File: src/rtl/bcs_pkg.sv
// constants, types and decode helpers for the converter clock and soft-start control
// Notes on behaviour
// - oscillator runs at 4, 7 or 10 MHz
// - frequency latched at each enable, strap changes ignored afterwards
// - external sync clock replaces the internal oscillator
// - sync accepted only within ten percent of nominal
// - internal oscillator used before and after sync
// - synced switching cycles start on sync rising edge
// - first sync rise enters sync mode, starts locking
// - sync lost after four internal cycles, fall back
// - soft start ramps reference from zero to nominal
// - soft start: power good low, loop idle, window faults off, overcurrent still trips hiccup
// - after soft start, run and release power good
// - soft-start selection latched at enable from off, reset loads the 64 us default
// - 4 MHz: 64, 512 or 4096 us soft start
// - 7 MHz: 36.6 or 293 us soft start
// - 10 MHz: 25.6, 205 or 1638 us soft start
// - power good low outside 95 to 105 percent
// - two current-limit levels from the limit strap
// - hiccup waits a fixed count of oscillator cycles
// - current-limit selection latched until enable cycled
`default_nettype none
package bcs_pkg;
    localparam int unsigned CLK_NS = 100;
    localparam logic [7:0] REG_CTRL = 8'h00;
    localparam logic [7:0] REG_STAT = 8'h04;
    localparam logic [7:0] REG_REF = 8'h08;
    localparam int CTRL_EN_BIT = 0;
    localparam int ST_STATE_LSB = 0;
    localparam int ST_SYNC_BIT = 2;
    localparam int ST_LOCK_BIT = 3;
    localparam int ST_PLL_BIT = 4;
    localparam int ST_PG_BIT = 5;
    localparam int ST_CODE_LSB = 6;
    localparam int ST_LIM_BIT = 9;
    localparam int FB_LO_GOOD = 0;
    localparam int FB_HI_GOOD = 1;
    localparam int FB_UV = 2;
    localparam int FB_OV = 3;
    localparam logic [7:0] REF_NOM = 8'hFF;
    // oscillator emulated OSC_SCALE/10 times slower than real silicon
    localparam int unsigned OSC_SCALE = 80;
    localparam int unsigned F_MHZ_4 = 4;
    localparam int unsigned F_MHZ_7 = 7;
    localparam int unsigned F_MHZ_10 = 10;
    localparam logic [7:0] OSC_PER_4 = 8'(OSC_SCALE / F_MHZ_4);
    localparam logic [7:0] OSC_PER_7 = 8'(OSC_SCALE / F_MHZ_7);
    localparam logic [7:0] OSC_PER_10 = 8'(OSC_SCALE / F_MHZ_10);
    localparam int unsigned SYNC_LOSS_OSC = 4;
    localparam logic [2:0] LOSS_LAST = 3'(SYNC_LOSS_OSC - 1);
    localparam int unsigned HIC_OSC = 131072;
    localparam int unsigned SS0_NS = 64000;
    localparam int unsigned SS1_NS = 512000;
    localparam int unsigned SS2_NS = 4096000;
    localparam int unsigned SS3_NS = 36600;
    localparam int unsigned SS4_NS = 293000;
    localparam int unsigned SS5_NS = 25600;
    localparam int unsigned SS6_NS = 205000;
    localparam int unsigned SS7_NS = 1638000;
    localparam int unsigned SS0_CYC = SS0_NS / CLK_NS;
    localparam int unsigned SS1_CYC = SS1_NS / CLK_NS;
    localparam int unsigned SS2_CYC = SS2_NS / CLK_NS;
    localparam int unsigned SS3_CYC = SS3_NS / CLK_NS;
    localparam int unsigned SS4_CYC = SS4_NS / CLK_NS;
    localparam int unsigned SS5_CYC = SS5_NS / CLK_NS;
    localparam int unsigned SS6_CYC = SS6_NS / CLK_NS;
    localparam int unsigned SS7_CYC = SS7_NS / CLK_NS;

    typedef enum logic [1:0] {
        ST_OFF = 2'b00,
        ST_SOFT = 2'b01,
        ST_RUN = 2'b10,
        ST_HICCUP = 2'b11
    } bcs_state_t;

    typedef enum logic [1:0] {
        FQ_4 = 2'b00,
        FQ_7 = 2'b01,
        FQ_10 = 2'b10
    } bcs_freq_t;

    function automatic bcs_freq_t bcs_freq_of(input logic [2:0] code);
        if (code < 3'h3) begin
            return FQ_4;
        end else if (code < 3'h5) begin
            return FQ_7;
        end
        return FQ_10;
    endfunction

    function automatic logic [7:0] bcs_osc_per_of(input bcs_freq_t f);
        unique case (f)
            FQ_4: return OSC_PER_4;
            FQ_7: return OSC_PER_7;
            FQ_10: return OSC_PER_10;
            default: return OSC_PER_4;
        endcase
    endfunction
endpackage
`default_nettype wire

File: src/rtl/bcs_sync_if.sv
// signals between the control core and the sync clock tracker
`default_nettype none
interface bcs_sync_if;
    logic [7:0] per;
    logic tick;
    logic rise;
    logic mode;
    logic locked;
    modport trk (input per, input tick, output rise, output mode, output locked);
    modport ctl (output per, output tick, input rise, input mode, input locked);
endinterface
`default_nettype wire

File: src/rtl/bcs_sync_trk.sv
// sync pin tracker: edge detect, period check, loss detect
`default_nettype none
module bcs_sync_trk (
    input wire logic clock, // system clock
    input wire logic rst_n, // synchronous reset
    input wire logic sync_pin, // external sync clock
    bcs_sync_if.trk trk // tracker side
);
    import bcs_pkg::*;

    logic s1_q, s2_q, s3_q;
    logic [9:0] per_cnt_q;
    logic [2:0] loss_cnt_q;
    logic mode_q, locked_q;
    logic rise;
    logic in_rng;
    logic [15:0] meas10;

    always_ff @(posedge clock) begin
        if (!rst_n) begin
            s1_q <= 1'b0;
            s2_q <= 1'b0;
            s3_q <= 1'b0;
        end else begin
            s1_q <= sync_pin;
            s2_q <= s1_q;
            s3_q <= s2_q;
        end
    end

    assign rise = s2_q & ~s3_q;
    // two clocks of sampling slack on the low side of the window, none on the high side
    assign meas10 = 16'(per_cnt_q) * 16'd10;
    assign in_rng = (meas10 + 16'd20 >= 16'(trk.per) * 16'd9)
        && (meas10 <= 16'(trk.per) * 16'd11);

    always_ff @(posedge clock) begin
        if (!rst_n || rise) begin
            per_cnt_q <= 10'h000;
        end else if (per_cnt_q != 10'h3FF) begin
            per_cnt_q <= per_cnt_q + 10'h001;
        end
    end

    always_ff @(posedge clock) begin
        if (!rst_n || rise) begin
            loss_cnt_q <= 3'h0;
        end else if (trk.tick && loss_cnt_q != LOSS_LAST) begin
            loss_cnt_q <= loss_cnt_q + 3'h1;
        end
    end

    always_ff @(posedge clock) begin
        if (!rst_n) begin
            mode_q <= 1'b0;
            locked_q <= 1'b0;
        end else if (rise) begin
            mode_q <= 1'b1;
            locked_q <= mode_q & in_rng;
        end else if (mode_q && trk.tick && loss_cnt_q == LOSS_LAST) begin
            mode_q <= 1'b0;
            locked_q <= 1'b0;
        end
    end

    assign trk.rise = rise;
    assign trk.mode = mode_q;
    assign trk.locked = locked_q;
endmodule
`default_nettype wire

File: src/rtl/bcs_ctrl.sv
// converter clock, strap capture, soft-start and power-good control with APB registers
`default_nettype none
module bcs_ctrl #(
    parameter int unsigned SS1_CYC_P = bcs_pkg::SS1_CYC, // 512 us soft start
    parameter int unsigned SS2_CYC_P = bcs_pkg::SS2_CYC, // 4096 us soft start
    parameter int unsigned SS7_CYC_P = bcs_pkg::SS7_CYC, // 1638 us soft start
    parameter int unsigned HIC_OSC_P = bcs_pkg::HIC_OSC // hiccup oscillator cycles
) (
    input wire logic clock, // system clock, 10 MHz
    input wire logic rst_n, // synchronous reset, power-up
    input wire logic [7:0] paddr, // apb address
    input wire logic psel, // apb select
    input wire logic penable, // apb enable
    input wire logic pwrite, // apb direction
    input wire logic [31:0] pwdata, // apb write data
    output logic [31:0] prdata, // apb read data
    output logic pready, // apb ready
    output logic pslverr, // apb error
    input wire logic [2:0] timing_strap_pin, // frequency and soft-start strap code
    input wire logic limit_strap_pin, // current-limit strap
    input wire logic sync_pin, // external sync clock
    input wire logic [3:0] feedback_sense, // window comparators
    input wire logic overcurrent_trip, // overcurrent flag
    output logic power_good_output_o, // open-drain level, always low
    output logic power_good_output_oe_n, // low while pulling down
    output logic cycle_start, // switching cycle start pulse
    output logic phase_b, // phase of the current cycle
    output logic [7:0] ref_level, // reference ramp code
    output logic pll_active, // tracking the sync clock
    output logic limit_sel // latched current-limit choice
);
    import bcs_pkg::*;

    bcs_sync_if sif();

    bcs_sync_trk u_trk (
        .clock(clock),
        .rst_n(rst_n),
        .sync_pin(sync_pin),
        .trk(sif.trk)
    );

    function automatic logic [15:0] ss_len_of(input logic [2:0] code);
        unique case (code)
            3'h0: return 16'(SS0_CYC);
            3'h1: return 16'(SS1_CYC_P);
            3'h2: return 16'(SS2_CYC_P);
            3'h3: return 16'(SS3_CYC);
            3'h4: return 16'(SS4_CYC);
            3'h5: return 16'(SS5_CYC);
            3'h6: return 16'(SS6_CYC);
            3'h7: return 16'(SS7_CYC_P);
        endcase
    endfunction

    function automatic logic is_mapped(input logic [7:0] a);
        return a == REG_CTRL || a == REG_STAT || a == REG_REF;
    endfunction

    logic [8:0] pin_s1_q, pin_s2_q;
    logic [2:0] strap_s;
    logic lim_s, oc_s;
    logic [3:0] fb_s;

    // pins are asynchronous to the system clock
    always_ff @(posedge clock) begin
        if (!rst_n) begin
            pin_s1_q <= 9'h000;
            pin_s2_q <= 9'h000;
        end else begin
            pin_s1_q <= {overcurrent_trip, feedback_sense, limit_strap_pin, timing_strap_pin};
            pin_s2_q <= pin_s1_q;
        end
    end

    assign strap_s = pin_s2_q[2:0];
    assign lim_s = pin_s2_q[3];
    assign fb_s = pin_s2_q[7:4];
    assign oc_s = pin_s2_q[8];

    bcs_state_t state_q;
    logic en_q, en_d1_q, en_rise;
    logic [2:0] code_q;
    logic lim_q;
    logic [7:0] osc_per_q, step_len_q;
    logic [15:0] ss_len_q, ss_len_d, ss_cnt_q;
    logic [7:0] osc_cnt_q, step_cnt_q, ref_q;
    logic [16:0] hic_cnt_q;
    logic osc_tick, sw_on, pll_act, start, win_fault, pg_d;
    logic ss_done, hic_done;
    logic [31:0] stat_word;
    logic pready_q, pslverr_q, cycle_q, phase_q, pll_q, pg_oe_n_q, pg_o_q;
    logic [31:0] prdata_q;

    // apb: two-cycle access phase so every output is registered
    always_ff @(posedge clock) begin
        if (!rst_n) begin
            pready_q <= 1'b0;
            pslverr_q <= 1'b0;
            prdata_q <= 32'h0000_0000;
        end else begin
            pready_q <= psel & penable & ~pready_q;
            pslverr_q <= psel & penable & ~pready_q & ~is_mapped(paddr);
            prdata_q <= 32'h0000_0000;
            if (psel && penable && !pready_q && !pwrite) begin
                unique case (paddr)
                    REG_CTRL: prdata_q <= 32'(en_q) << CTRL_EN_BIT;
                    REG_STAT: prdata_q <= stat_word;
                    REG_REF: prdata_q <= {24'h000000, ref_q};
                    default: prdata_q <= 32'h0000_0000;
                endcase
            end
        end
    end

    always_ff @(posedge clock) begin
        if (!rst_n) begin
            en_q <= 1'b0;
        end else if (psel && penable && pready_q && pwrite && paddr == REG_CTRL) begin
            en_q <= pwdata[CTRL_EN_BIT];
        end
    end

    always_comb begin
        stat_word = 32'h0000_0000;
        stat_word[ST_STATE_LSB +: 2] = state_q;
        stat_word[ST_SYNC_BIT] = sif.mode;
        stat_word[ST_LOCK_BIT] = sif.locked;
        stat_word[ST_PLL_BIT] = pll_q;
        stat_word[ST_PG_BIT] = pg_oe_n_q;
        stat_word[ST_CODE_LSB +: 3] = code_q;
        stat_word[ST_LIM_BIT] = lim_q;
    end

    always_ff @(posedge clock) begin
        if (!rst_n) begin
            en_d1_q <= 1'b0;
        end else begin
            en_d1_q <= en_q;
        end
    end

    assign en_rise = en_q & ~en_d1_q;
    assign ss_len_d = ss_len_of(strap_s);

    // straps are only looked at on the way out of the off state
    always_ff @(posedge clock) begin
        if (!rst_n) begin
            code_q <= 3'h0;
            lim_q <= 1'b0;
            osc_per_q <= OSC_PER_4;
            ss_len_q <= 16'(SS0_CYC);
            step_len_q <= 8'h01;
        end else if (state_q == ST_OFF && en_rise) begin
            code_q <= strap_s;
            lim_q <= lim_s;
            osc_per_q <= bcs_osc_per_of(bcs_freq_of(strap_s));
            ss_len_q <= ss_len_d;
            step_len_q <= (ss_len_d[15:8] == 8'h00) ? 8'h01 : ss_len_d[15:8];
        end
    end

    // internal oscillator free-runs; it also times hiccup and sync loss
    assign osc_tick = osc_cnt_q == osc_per_q - 8'h01;

    always_ff @(posedge clock) begin
        if (!rst_n || osc_tick) begin
            osc_cnt_q <= 8'h00;
        end else begin
            osc_cnt_q <= osc_cnt_q + 8'h01;
        end
    end

    assign sif.per = osc_per_q;
    assign sif.tick = osc_tick;

    assign ss_done = ss_cnt_q == ss_len_q - 16'h0001;
    assign hic_done = osc_tick && hic_cnt_q == 17'(HIC_OSC_P - 1);
    assign win_fault = fb_s[FB_UV] | fb_s[FB_OV];

    always_ff @(posedge clock) begin
        if (!rst_n || !en_q) begin
            state_q <= ST_OFF;
        end else begin
            unique case (state_q)
                ST_OFF: if (en_rise) begin
                    state_q <= ST_SOFT;
                end
                ST_SOFT: if (oc_s) begin
                    state_q <= ST_HICCUP;
                end else if (ss_done) begin
                    state_q <= ST_RUN;
                end
                ST_RUN: if (oc_s || win_fault) begin
                    state_q <= ST_HICCUP;
                end
                ST_HICCUP: if (hic_done) begin
                    state_q <= ST_SOFT;
                end
            endcase
        end
    end

    always_ff @(posedge clock) begin
        if (!rst_n || state_q != ST_SOFT) begin
            ss_cnt_q <= 16'h0000;
        end else begin
            ss_cnt_q <= ss_cnt_q + 16'h0001;
        end
    end

    always_ff @(posedge clock) begin
        if (!rst_n || state_q != ST_HICCUP) begin
            hic_cnt_q <= 17'h00000;
        end else if (osc_tick) begin
            hic_cnt_q <= hic_cnt_q + 17'h00001;
        end
    end

    // ramp reaches full scale near the end of the interval, then waits
    always_ff @(posedge clock) begin
        if (!rst_n || state_q == ST_OFF || state_q == ST_HICCUP) begin
            ref_q <= 8'h00;
            step_cnt_q <= 8'h00;
        end else if (state_q == ST_RUN) begin
            ref_q <= REF_NOM;
        end else if (step_cnt_q == step_len_q - 8'h01) begin
            step_cnt_q <= 8'h00;
            ref_q <= (ref_q == REF_NOM) ? ref_q : ref_q + 8'h01;
        end else begin
            step_cnt_q <= step_cnt_q + 8'h01;
        end
    end

    assign sw_on = state_q == ST_SOFT || state_q == ST_RUN;
    // a sync clock outside the window is not followed
    assign pll_act = sif.mode & sif.locked & (state_q == ST_RUN);
    assign start = sw_on & (pll_act ? sif.rise : osc_tick);

    always_ff @(posedge clock) begin
        if (!rst_n) begin
            cycle_q <= 1'b0;
            phase_q <= 1'b0;
            pll_q <= 1'b0;
        end else begin
            cycle_q <= start;
            pll_q <= pll_act;
            if (!sw_on) begin
                phase_q <= 1'b0;
            end else if (start) begin
                phase_q <= ~phase_q; // each phase at half rate
            end
        end
    end

    assign pg_d = state_q == ST_RUN && !oc_s && !win_fault
        && !fb_s[FB_LO_GOOD] && !fb_s[FB_HI_GOOD];

    always_ff @(posedge clock) begin
        if (!rst_n) begin
            pg_oe_n_q <= 1'b0;
            pg_o_q <= 1'b0;
        end else begin
            pg_oe_n_q <= pg_d;
            pg_o_q <= 1'b0;
        end
    end

    assign prdata = prdata_q;
    assign pready = pready_q;
    assign pslverr = pslverr_q;
    assign power_good_output_o = pg_o_q;
    assign power_good_output_oe_n = pg_oe_n_q;
    assign cycle_start = cycle_q;
    assign phase_b = phase_q;
    assign ref_level = ref_q;
    assign pll_active = pll_q;
    assign limit_sel = lim_q;
endmodule
`default_nettype wire

File: config.mk
export PLATFORM = sky130hd
export DESIGN_NAME = bcs_ctrl
export DESIGN_NICKNAME = d
export VERILOG_FILES = /design/src/rtl/bcs_pkg.sv /design/src/rtl/bcs_sync_if.sv /design/src/rtl/bcs_sync_trk.sv /design/src/rtl/bcs_ctrl.sv
export SDC_FILE = /design/constraint.sdc
export NUM_CORES = 1
export LEC_CHECK = 0
export ABC_AREA = 1
export BUFFER_PORTS_ARGS = -buffer_cell sky130_fd_sc_hd__buf_4
export CAP_MARGIN = 10
export CORE_MARGIN = 2
export CORE_UTILIZATION = 45
export CTS_BUF_LIST = sky130_fd_sc_hd__clkbuf_8
export DETAILED_ROUTE_END_ITERATION = 8
export PLACE_DENSITY = 0.69
export SLEW_MARGIN = 15
export SYNTH_ARGS = -nofsm -noshare
export SYNTH_HDL_FRONTEND = slang
export SYNTH_SLANG_ARGS = --single-unit
File: constraint.sdc
create_clock -name clock -period 4.3 [get_ports clock]
set_input_delay 1.29 -clock clock [delete_from_list [all_inputs] [get_ports clock]]
set_output_delay 1.29 -clock clock [all_outputs]
set_load 0.01 [all_outputs]
== Yosys cells after proc, flatten, opt, wreduce, memory -nomap -nowiden ==
Memories as Yosys holds them, arrays and structs flattened. A register that Yosys moved wholly into a read port is not among the register bits.
Index checks and enable logic that the tools add are counted.
Word-level totals
  bits of input ports: 55
  register bits after elaboration: 171
  memories kept: 1
  memory bits (read-only): 112
  output and inout port bits: 48
  word-level logic and storage cells: 156
Operators by class
  multiplexer cells: 27
  add/subtract/negate cells: 11
  magnitude comparators: 4
  reductions and logical operators: 44
  multiply operators: 3
  equality and inequality tests: 22
  bitwise operators: 15
Memories
  (no name shown): depth 8, width 14, rd ports 1, clocked after memory_dff 1, write ports 0, line bcs_ctrl.sv:44  | unique case (code)
Operators by type and width (count)
  $mux W8: 5
  $pmux W10 S3: 1
  $add A8 B1 Y8 const B: 3
  $mul A8 B4 Y12 const B: 2
  $mux W2: 10
  $add A17 B1 Y17 const B: 1
  $eq A17 B17 Y1 const B: 1
  $add A16 B1 Y16 const B: 1
  $eq A16 B16 Y1: 1
  $eq A8 B8 Y1: 2
  $ge A16 B12 Y1: 1
  $logic_and A1 B1 Y1: 16
  $logic_not A8 Y1: 2
  $sub A16 B1 Y16 const B: 1
  $sub A8 B1 Y8 const B: 2
  $add A14 B5 Y15 const B: 1
  $le A14 B12 Y1: 1
  $mul A10 B3 Y13 const B: 1
  $logic_or A1 B1 Y1: 11
  $add A10 B1 Y10 const B: 1
  $ne A10 B10 Y1 const B: 1
  $ne A2 B2 Y1 const B: 5
  $pmux W5 S2: 1
  $and A1 B1 Y1: 9
  22 further kinds: 46

== Longest topological paths before layout ==
Gate-level depths: netlist of the first run.
  word-level depth: 10
  gate-level depth with buffers: 19
  mapped depth without buffers: 19

== Hierarchy ==
A second synthesis of the first run with hierarchy kept.
Unflattened totals
  cells, all modules: 1311
  area total of the unflattened synthesis: 9290.2 µm²
By module, submodules not included
  bcs_ctrl: cells an instance 897, instances 1, area an instance 6343.6 µm²
  bcs_sync_trk: cells an instance 414, instances 1, area an instance 2946.6 µm²

== Worst setup path after synthesis of the first run ==
Ideal clock, no wire load.
  path kind: flip-flop to flip-flop
  start: register osc_per_q[2]
  end: register u_trk.locked_q, in the netlist u_trk.trk.locked
  slack: 1.211 ns
  data required time: 4.187 ns
  stages on the path, launching flop included: 18
  data arrival time: 2.976 ns
  library setup time: 0.113 ns
  clock period less this slack: 3.089 ns
  cell sequence: dfxtp_1 > inv_1 > ha_1 > ha_1 > inv_1 > fa_1 > xor2_1 > ha_1 > nand2_1 > inv_1 > nand2_1 > a21oi_1 > nor2_1 > o21ai_0 > a21oi_1 > o21a_1 > nand3_1 > nand2_1
On the way
  longest elaborated chain between the ends: 5
RTL lines
  start: declaration: line bcs_ctrl.sv:85  | logic [7:0] osc_per_q, step_len_q;
  start signal: assignment: line bcs_ctrl.sv:157  | osc_per_q <= bcs_osc_per_of(bcs_freq_of(strap_s));
  $mul A8 B4 Y12, or another cell as far along: line bcs_sync_trk.sv:34  | assign in_rng = (meas10 + 16'd20 >= 16'(trk.per) * 16'd9)
  $ge A16 B12 Y1, or another cell as far along: line bcs_sync_trk.sv:34
  $logic_and A1 B1 Y1 (on tied branches): line bcs_sync_trk.sv:35, bcs_sync_trk.sv:60
  $and A1 B1 Y1 / $logic_and A1 B1 Y1 (equally long branches): line bcs_sync_trk.sv:59, bcs_sync_trk.sv:60
  $mux W1 / $reduce_bool A2 Y1 (equally long branches)
  end signal: assignment: line bcs_sync_trk.sv:59  | locked_q <= mode_q & in_rng;
  end: declaration: line bcs_sync_trk.sv:14  | logic mode_q, locked_q;
Parallel ways exist; a longest one is shown, timed or not.
A chain may end at the register's enable or synchronous reset.

== Worst setup path after layout of the first run ==
Same ends and word-level chain as after synthesis.

==> metrics.md, run 1 <==
| Metric | Value |
|---|---|
| Chip width | `approximately 140 um` |
| Critical Path RT | `about 4.6 ns` |
| FF+latch count, synth | `~150` |
| CTS tree | `built` |
| VDD IR max | `about 0.23 mV` |
| Crit path setup slack, layout | `0.853 ns` |
| Least-Margin Pin Slew | `0.841 ns` |
| Port Buffer Count | `between 40 and 50` |
| Clock Tree Buf Depth | `2` |
| Psw | `0.619 mW` |
| Most frequent cells after synthesis | `nand2_1, inv_1, dfxtp_1` |
| Drc violations | `0` |
| Top cell type's share of synthesized area | `a little over a third` |
| Worst Hold Path Cells | `1` |
| Die area | `roughly 19000 um^2` |
| Fmax | `roughly 0.29 GHz` |
| Final Util | `50.8%` |
| CTS Buf Count | `17` |
| Reg-to-reg slack, setup | `around 0.85 ns` |
| Clk_lat worst skew | `about 0.45 ns` |
| Period utilization | `about four fifths` |
| Sequential area share after synthesis | `a little over a third` |
| Worst setup EP type | `register` |
| Final Setup Violations | `0` |
| Max cap viols | `0` |
| Clk root buf | `clkbuf_8` |
| Share of cells above drive strength 1 | `7.93%` |
| Clk_skew | `0.0116 ns` |
| Hold_sp | `pin_s2_q[5]` |
| P_int | `about 1.9 mW` |
| Leak | `about 4.3 nW` |
| Startpoint types | `register` |
| FF-to-FF End | `u_trk.trk.locked` |
| First-pass iteration count of the detailed router | `5` |
| Synth Cell Area | `between 8000 and 9000 um^2` |
| DR vias/cell | `slightly below 5` |
| Global-route wire length before repair | `28900 um` |
| Hold-fix buffers at CTS | `0` |
| Tmin final | `~3.4 ns` |
| Sink Count | `148` |
| Top cells by area, synth | `dfxtp_1, nand2_1, ha_1, inv_1, nor2_1` |
| Antenna diode count | `0` |
| Syn Inst Count | `1142` |
| Top Ports | `just over 100` |
| Fill count | `around 1800` |
| Post-synth EDFFs | `0` |
| Gpl congestion | `0.856` |
| All-Layer GR Usage | `around 18%` |
| Vias in the first global route | `6446` |
| Slew HR | `43.8%` |
| HPWL after DPL | `around 13000 um` |
| RSZ-0062 raised after global routing | `false` |
| Reg2reg start | `osc_per_q[2]` |
| Sequential power share | `55.1%` |
| Vias | `about 7000` |
| Starting Density | `approximately 46%` |
| DR WL/cell | `11.5 um` |
| FF-to-FF path depth | `18` |
| NumNets Final | `~1300` |
| Fin area | `around 9000 um^2` |
| CTS H-tree lvls | `4` |
| CP Class | `register to register` |
| Post-cts sizing count | `0` |
| Cell taking the most area after synthesis | `dfxtp_1` |
| Area growth syn-to-layout | `11.1%` |
| Crit Path Max Fanout | `9` |
| Syn avg cell area | `between 7 and 8 um^2` |
| Clock transition at path regs | `around 0.08 ns` |
| Layout Cells excl Fill | `roughly 1400` |
| TNS Setup | `0 ns` |
| Post-CTS setup buffers | `0` |
| Main synth FF type | `dfxtp_1` |
| Comb power frac | `approximately 4.4%` |
| Top-count cell post-synth | `nand2_1` |
| Fin. max-slew vios | `0` |
| ANT nets after route | `0` |
| Switch share | `between 20% and 30%` |
| Largest net degree at the start of global routing | `39` |
| Netlist cell types | `43` |
| Global route overflow | `0` |
| Outcome | `complete, no violations` |
| Drt total wl | `16600 um` |
| Initial drt markers | `235` |
| Pwr Density | `roughly 280 nW/um^2` |
| Placed cells | `1408` |
| Async SR Flop Fraction | `0%` |
| Clk pwr share | `roughly two fifths` |
| Hold crit path type | `register to register` |
| Pre-CTS WS | `just under 0.9 ns` |
| Floorplan row count | `slightly below 50` |
| Final Hold Fails | `0` |
| Initial antenna violation count | `0` |
| DP Area | `between 8000 and 9000 um^2` |
| Core area | `~18000 um^2` |
| Hold Path Sink | `power_good_output_oe_n` |
| Die height | `about 140 um` |
| Synth warnings | `0` |
| Power Total | `~2.5 mW` |
| Crit path DAT | `roughly 3.8 ns` |
| WHS | `~0.39 ns` |
state kept, by name (all words and copies together), names as in the netlist, 2 cells and up:
register          cells
code_q                3
hic_cnt_q            17
osc_cnt_q             8
osc_per_q             3
pin_s1_q              9
pin_s2_q              9
prdata               10
ref_level             8
ss_cnt_q             16
ss_len_d             11
ss_len_q             11
state_q               2
step_cnt_q            8
step_len_q            6
u_trk.loss_cnt_q      3
u_trk.per_cnt_q      10
metal layers:
metal	share of wire, %	vias up	track usage (%)	wire [um]
met4	1.0	0	4.09	171
met3	3.3	17	4.01	549
met1	50	3167	24.0	8250
li1	-	3735	-	-
met5	0	-	0	0
met2	46	83	29.1	7640
placed cells by master (no fill, tap or decap), drive strengths merged:
cell type,netlist,routed
nand3,72,72
o21a,3,3
or2,9,9
xnor2,21,21
nor3,27,27
o211ai,4,4
a21oi,84,84
xor2,30,30
clkbuf,9,19
nor2,113,113
a221oi,1,1
nor4,7,7
dfxtp,148,148
conb,1,23
and2,1,1
nand2,252,252
bufinv,0,1
nor3b,4,4
o21bai,1,1
ha,69,69
a31oi,4,4
a31o,2,2
clkinvlp,0,2
o21ai,50,50
fa,3,3
and3,1,1
or3,1,1
a211oi,2,2
a21boi,1,1
nand3b,6,6
nand4,18,18
inv,166,169
o31ai,1,1
a21o,2,2
buf,27,51
clkinv,2,9
cell families (layout without fill, tap and decap cells):
group / after synthesis / count (layout) / share of synthesized area [%]
and+or+nand+nor: 511 / 511 / 26.6
buffers and inverters: 204 / 251 / 10.5
AOI/OAI and AO/OA: 155 / 155 / 10.1
DFF: 148 / 148 / 36.1
adders and majority gates: 72 / 72 / 11.2
xor gates and xnor gates: 51 / 51 / 5.44
other: 1 / 23 / 0.0457
worst max path at each step:
stage                                   to  slack (ns)          from  depth (start not counted)
after floorplan           u_trk.trk.locked        1.21  osc_per_q[2]                         17
after global placement    u_trk.trk.locked        0.87  osc_per_q[2]                         17
after detailed placement  u_trk.trk.locked        0.88  osc_per_q[2]                         17
after CTS                 u_trk.trk.locked        0.84  osc_per_q[2]                         17
after global routing      u_trk.trk.locked        0.53  osc_per_q[2]                         18
final                     u_trk.trk.locked        0.85  osc_per_q[2]                         18
critical path, stage by stage, from the launching register on:
cell and delay (ns):
dfxtp_1 0.54, inv_1 0.27, ha_1 0.41, ha_1 0.21, ha_1 0.33, a21oi_1 0.16, nand2_1 0.10, xnor2_1 0.14
ha_1 0.30, nand2_1 0.05, inv_1 0.06, nand2_1 0.08, a21oi_1 0.12, nor2_1 0.06, o21ai_0 0.14, a21oi_1 0.08
o21a_1 0.18, nand3_1 0.06, nand2_1 0.04
power by group through the flow:
stage / Sequential (mW) / Combinational (mW) / Clock, mW
after detailed placement: 1.44 / 0.111 / 0
after global placement: 1.43 / 0.109 / 0
after CTS: 1.40 / 0.112 / 1.07
after floorplan: 1.43 / 0.0890 / 0
final: 1.40 / 0.111 / 1.03
after global routing: 1.41 / 0.129 / 1.13
area by class of cell:
type                    instances  area [um^2]  area share [%]
inverters                     168          631            6.91
clock buffers                  19          262            2.87
flip-flops and latches        148         2960            32.5
clock inverters                13          124            1.36
repair buffers                 51          383            4.20
multi-input cells             812         4470            49.0
well taps                     229          287            3.14
Note: power is estimated with default switching activity, not from simulation.
==> run 2: changes to the inputs <==
==> constraint.sdc (replaced) <==
create_clock -name clock -period 3.3 [get_ports clock]
set_input_delay 0.99 -clock clock [delete_from_list [all_inputs] [get_ports clock]]
set_output_delay 0.99 -clock clock [all_outputs]
set_load 0.01 [all_outputs]
==> metrics.md, run 2 (synthesized netlist as in run 1, its figures left out) <==
| Metric | Value |
|---|---|
| Startpoint types | `register` |
| Critical Path RT | `approximately 3.6 ns` |
| Worst Path Buf+Inv | `4` |
| Crit-path max cell delay | `~0.43 ns` |
| Comb power frac | `around 4.8%` |
| Vias | `between 7000 and 8000` |
| Clk_lat worst skew | `between 0.4 and 0.5 ns` |
| Crit path DAT | `around 3.4 ns` |
| DR WL/cell | `~12 um` |
| Period utilization | `between 90% and 100%` |
| Clock Tree Buf Depth | `2` |
| Reg2reg start | `u_trk.per_cnt_q[3]` |
| Gpl congestion | `between 0.8 and 0.9` |
| Fmax | `roughly 0.33 GHz` |
| Drc violations | `0` |
| Antenna diode count | `0` |
| Outcome | `complete, no violations` |
| TNS Setup | `0 ns` |
| Hold-fix buffers at CTS | `0` |
| Fill count | `1789` |
| DR vias/cell | `between 4 and 5` |
| Global route overflow | `0` |
| Least-Margin Pin Slew | `between 0.6 and 0.7 ns` |
| Drt total wl | `16900 um` |
| HPWL after DPL | `around 13000 um` |
| WHS | `0.390 ns` |
| ANT nets after route | `0` |
| Final Util | `around 51%` |
| First-pass iteration count of the detailed router | `5` |
| VDD IR max | `about 0.23 mV` |
| Worst setup EP type | `register` |
| Pwr Density | `between 300 and 400 nW/um^2` |
| Slew HR | `approximately 54%` |
| Share of cells above drive strength 1 | `under 10%` |
| Reg with most FFs | `hic_cnt_q` |
| CTS Buf Count | `17` |
| Worst Hold Path Cells | `1` |
| Die height | `about 140 um` |
| Cell at the slowest stage of the critical path | `fa_1` |
| Largest net degree at the start of global routing | `28` |
| Clock transition at path regs | `roughly 0.08 ns` |
| Top Ports | `103` |
| NumNets Final | `roughly 1300` |
| Crit path cell chain | `ha_1, ha_1, inv_1, fa_1, inv_1, nand2_1, nor2_1, xnor2_1, inv_1, ha_1, nand2_1, inv_1, o21ai_0, nand3_1, nand2_1, nand3b_1, o21a_1, nand3_1, nand2_1` |
| CTS H-tree lvls | `4` |
| Commonest non-fill, non-tap cell in the layout | `nand2_1` |
| Initial drt markers | `~300` |
| Final Hold Fails | `0` |
| Hold_sp | `pin_s2_q[5]` |
| Hold Path Sink | `power_good_output_oe_n` |
| Crit Path Max Fanout | `5` |
| All-Layer GR Usage | `17.8%` |
| Switch share | `about a quarter` |
| Cell family with most CP delay | `adder cells` |
| FF-to-FF path depth | `19` |
| Sequential power share | `between 50% and 60%` |
| Initial antenna violation count | `0` |
| Fin. max-slew vios | `0` |
| Chip width | `139 um` |
| CP Class | `register to register` |
| Clk root buf | `clkbuf_8` |
| Most frequent cells in the layout | `nand2_1, inv_1, dfxtp_1` |
| Max reg flops | `17` |
| Area growth syn-to-layout | `12.2%` |
| Starting Density | `45.7%` |
| Tmin final | `about 3.0 ns` |
| Vias in the first global route | `about 6600` |
| Core area | `roughly 18000 um^2` |
| Psw | `between 0.7 and 0.8 mW` |
| Top Registers | `hic_cnt_q (17), ss_cnt_q (16)` |
| Floorplan row count | `49` |
| Port Buffer Count | `48` |
| Die area | `around 19000 um^2` |
| Max cap viols | `0` |
| Clk_skew | `0.0151 ns` |
| Reg-to-reg slack, setup | `roughly 0.26 ns` |
| Sink Count | `~150` |
| Leak | `around 4.3 nW` |
| CTS tree | `built` |
| Hold crit path type | `register to register` |
| P_int | `around 2.4 mW` |
| FF-to-FF End | `u_trk.trk.locked` |
| Final Setup Violations | `0` |
| Clk pwr share | `just under 40%` |
| Global-route wire length before repair | `approximately 29000 um` |
[run 2: timing repair]
item / in CTS / in global routing
buffers inserted: 0 / 1
endpoints found under the hold margin: 0 / 0
setup endpoints to repair: 0 / 1
resized for setup: 0 / 8
[run 2: power groups by stage]
stage                     combinational [mW]  sequential [mW]  clock [mW]
after floorplan                        0.116             1.87           0
after global placement                 0.150             1.87           0
after detailed placement               0.153             1.87           0
after CTS                              0.154             1.82        1.29
after global routing                   0.177             1.83        1.36
final                                  0.154             1.82        1.24
[run 2: worst max-delay path by stage]
stage | slack [ns] | startpoint | endpoint | depth (start not counted)
after floorplan | 0.21 | osc_per_q[2] | u_trk.trk.locked | 17
after global placement | 0.12 | osc_per_q[1] | u_trk.trk.locked | 17
after detailed placement | 0.09 | osc_per_q[1] | u_trk.trk.locked | 17
after CTS | 0.05 | osc_per_q[1] | u_trk.trk.locked | 17
after global routing | -0.005 | osc_per_q[3] | u_trk.trk.locked | 17
final | 0.26 | u_trk.per_cnt_q[3] | u_trk.trk.locked | 19
[run 2: final cells by class]
class                           instances  area [um^2]  area share (%)
Clock inverter                         12         82.6           0.896
Clock buffer                           19          262            2.84
Sequential cell                       148         2970            32.2
Inverter                              168          631            6.85
Tap cell                              229          287            3.11
Multi-Input combinational cell        812         4500            48.9
Timing Repair Buffer                   64          480            5.22
[run 2: metrics by stage]
step	instances	power [mW]	cell area, um^2	worst slack (ns)
3_5_place_dp	1420	2.02	8820	0.0936
5_1_grt	1452	3.36	9210	-0.00494
3_3_place_gp	1420	2.02	8820	0.117
6_report	1452	3.22	9210	0.261
2_1_floorplan	1164	1.98	8290	0.211
4_1_cts	1451	3.27	9170	0.0524
[run 2: layer usage]
| layer | up-vias | routed length, um | global-route usage [%] |
|---|---|---|---|
| li1 | 3764 | - | - |
| met1 | 3201 | 8220 | 23.7 |
| met2 | 97 | 7950 | 29.6 |
| met3 | 15 | 535 | 3.04 |
| met4 | 0 | 163 | 5.85 |
| met5 | - | 0 | 0 |
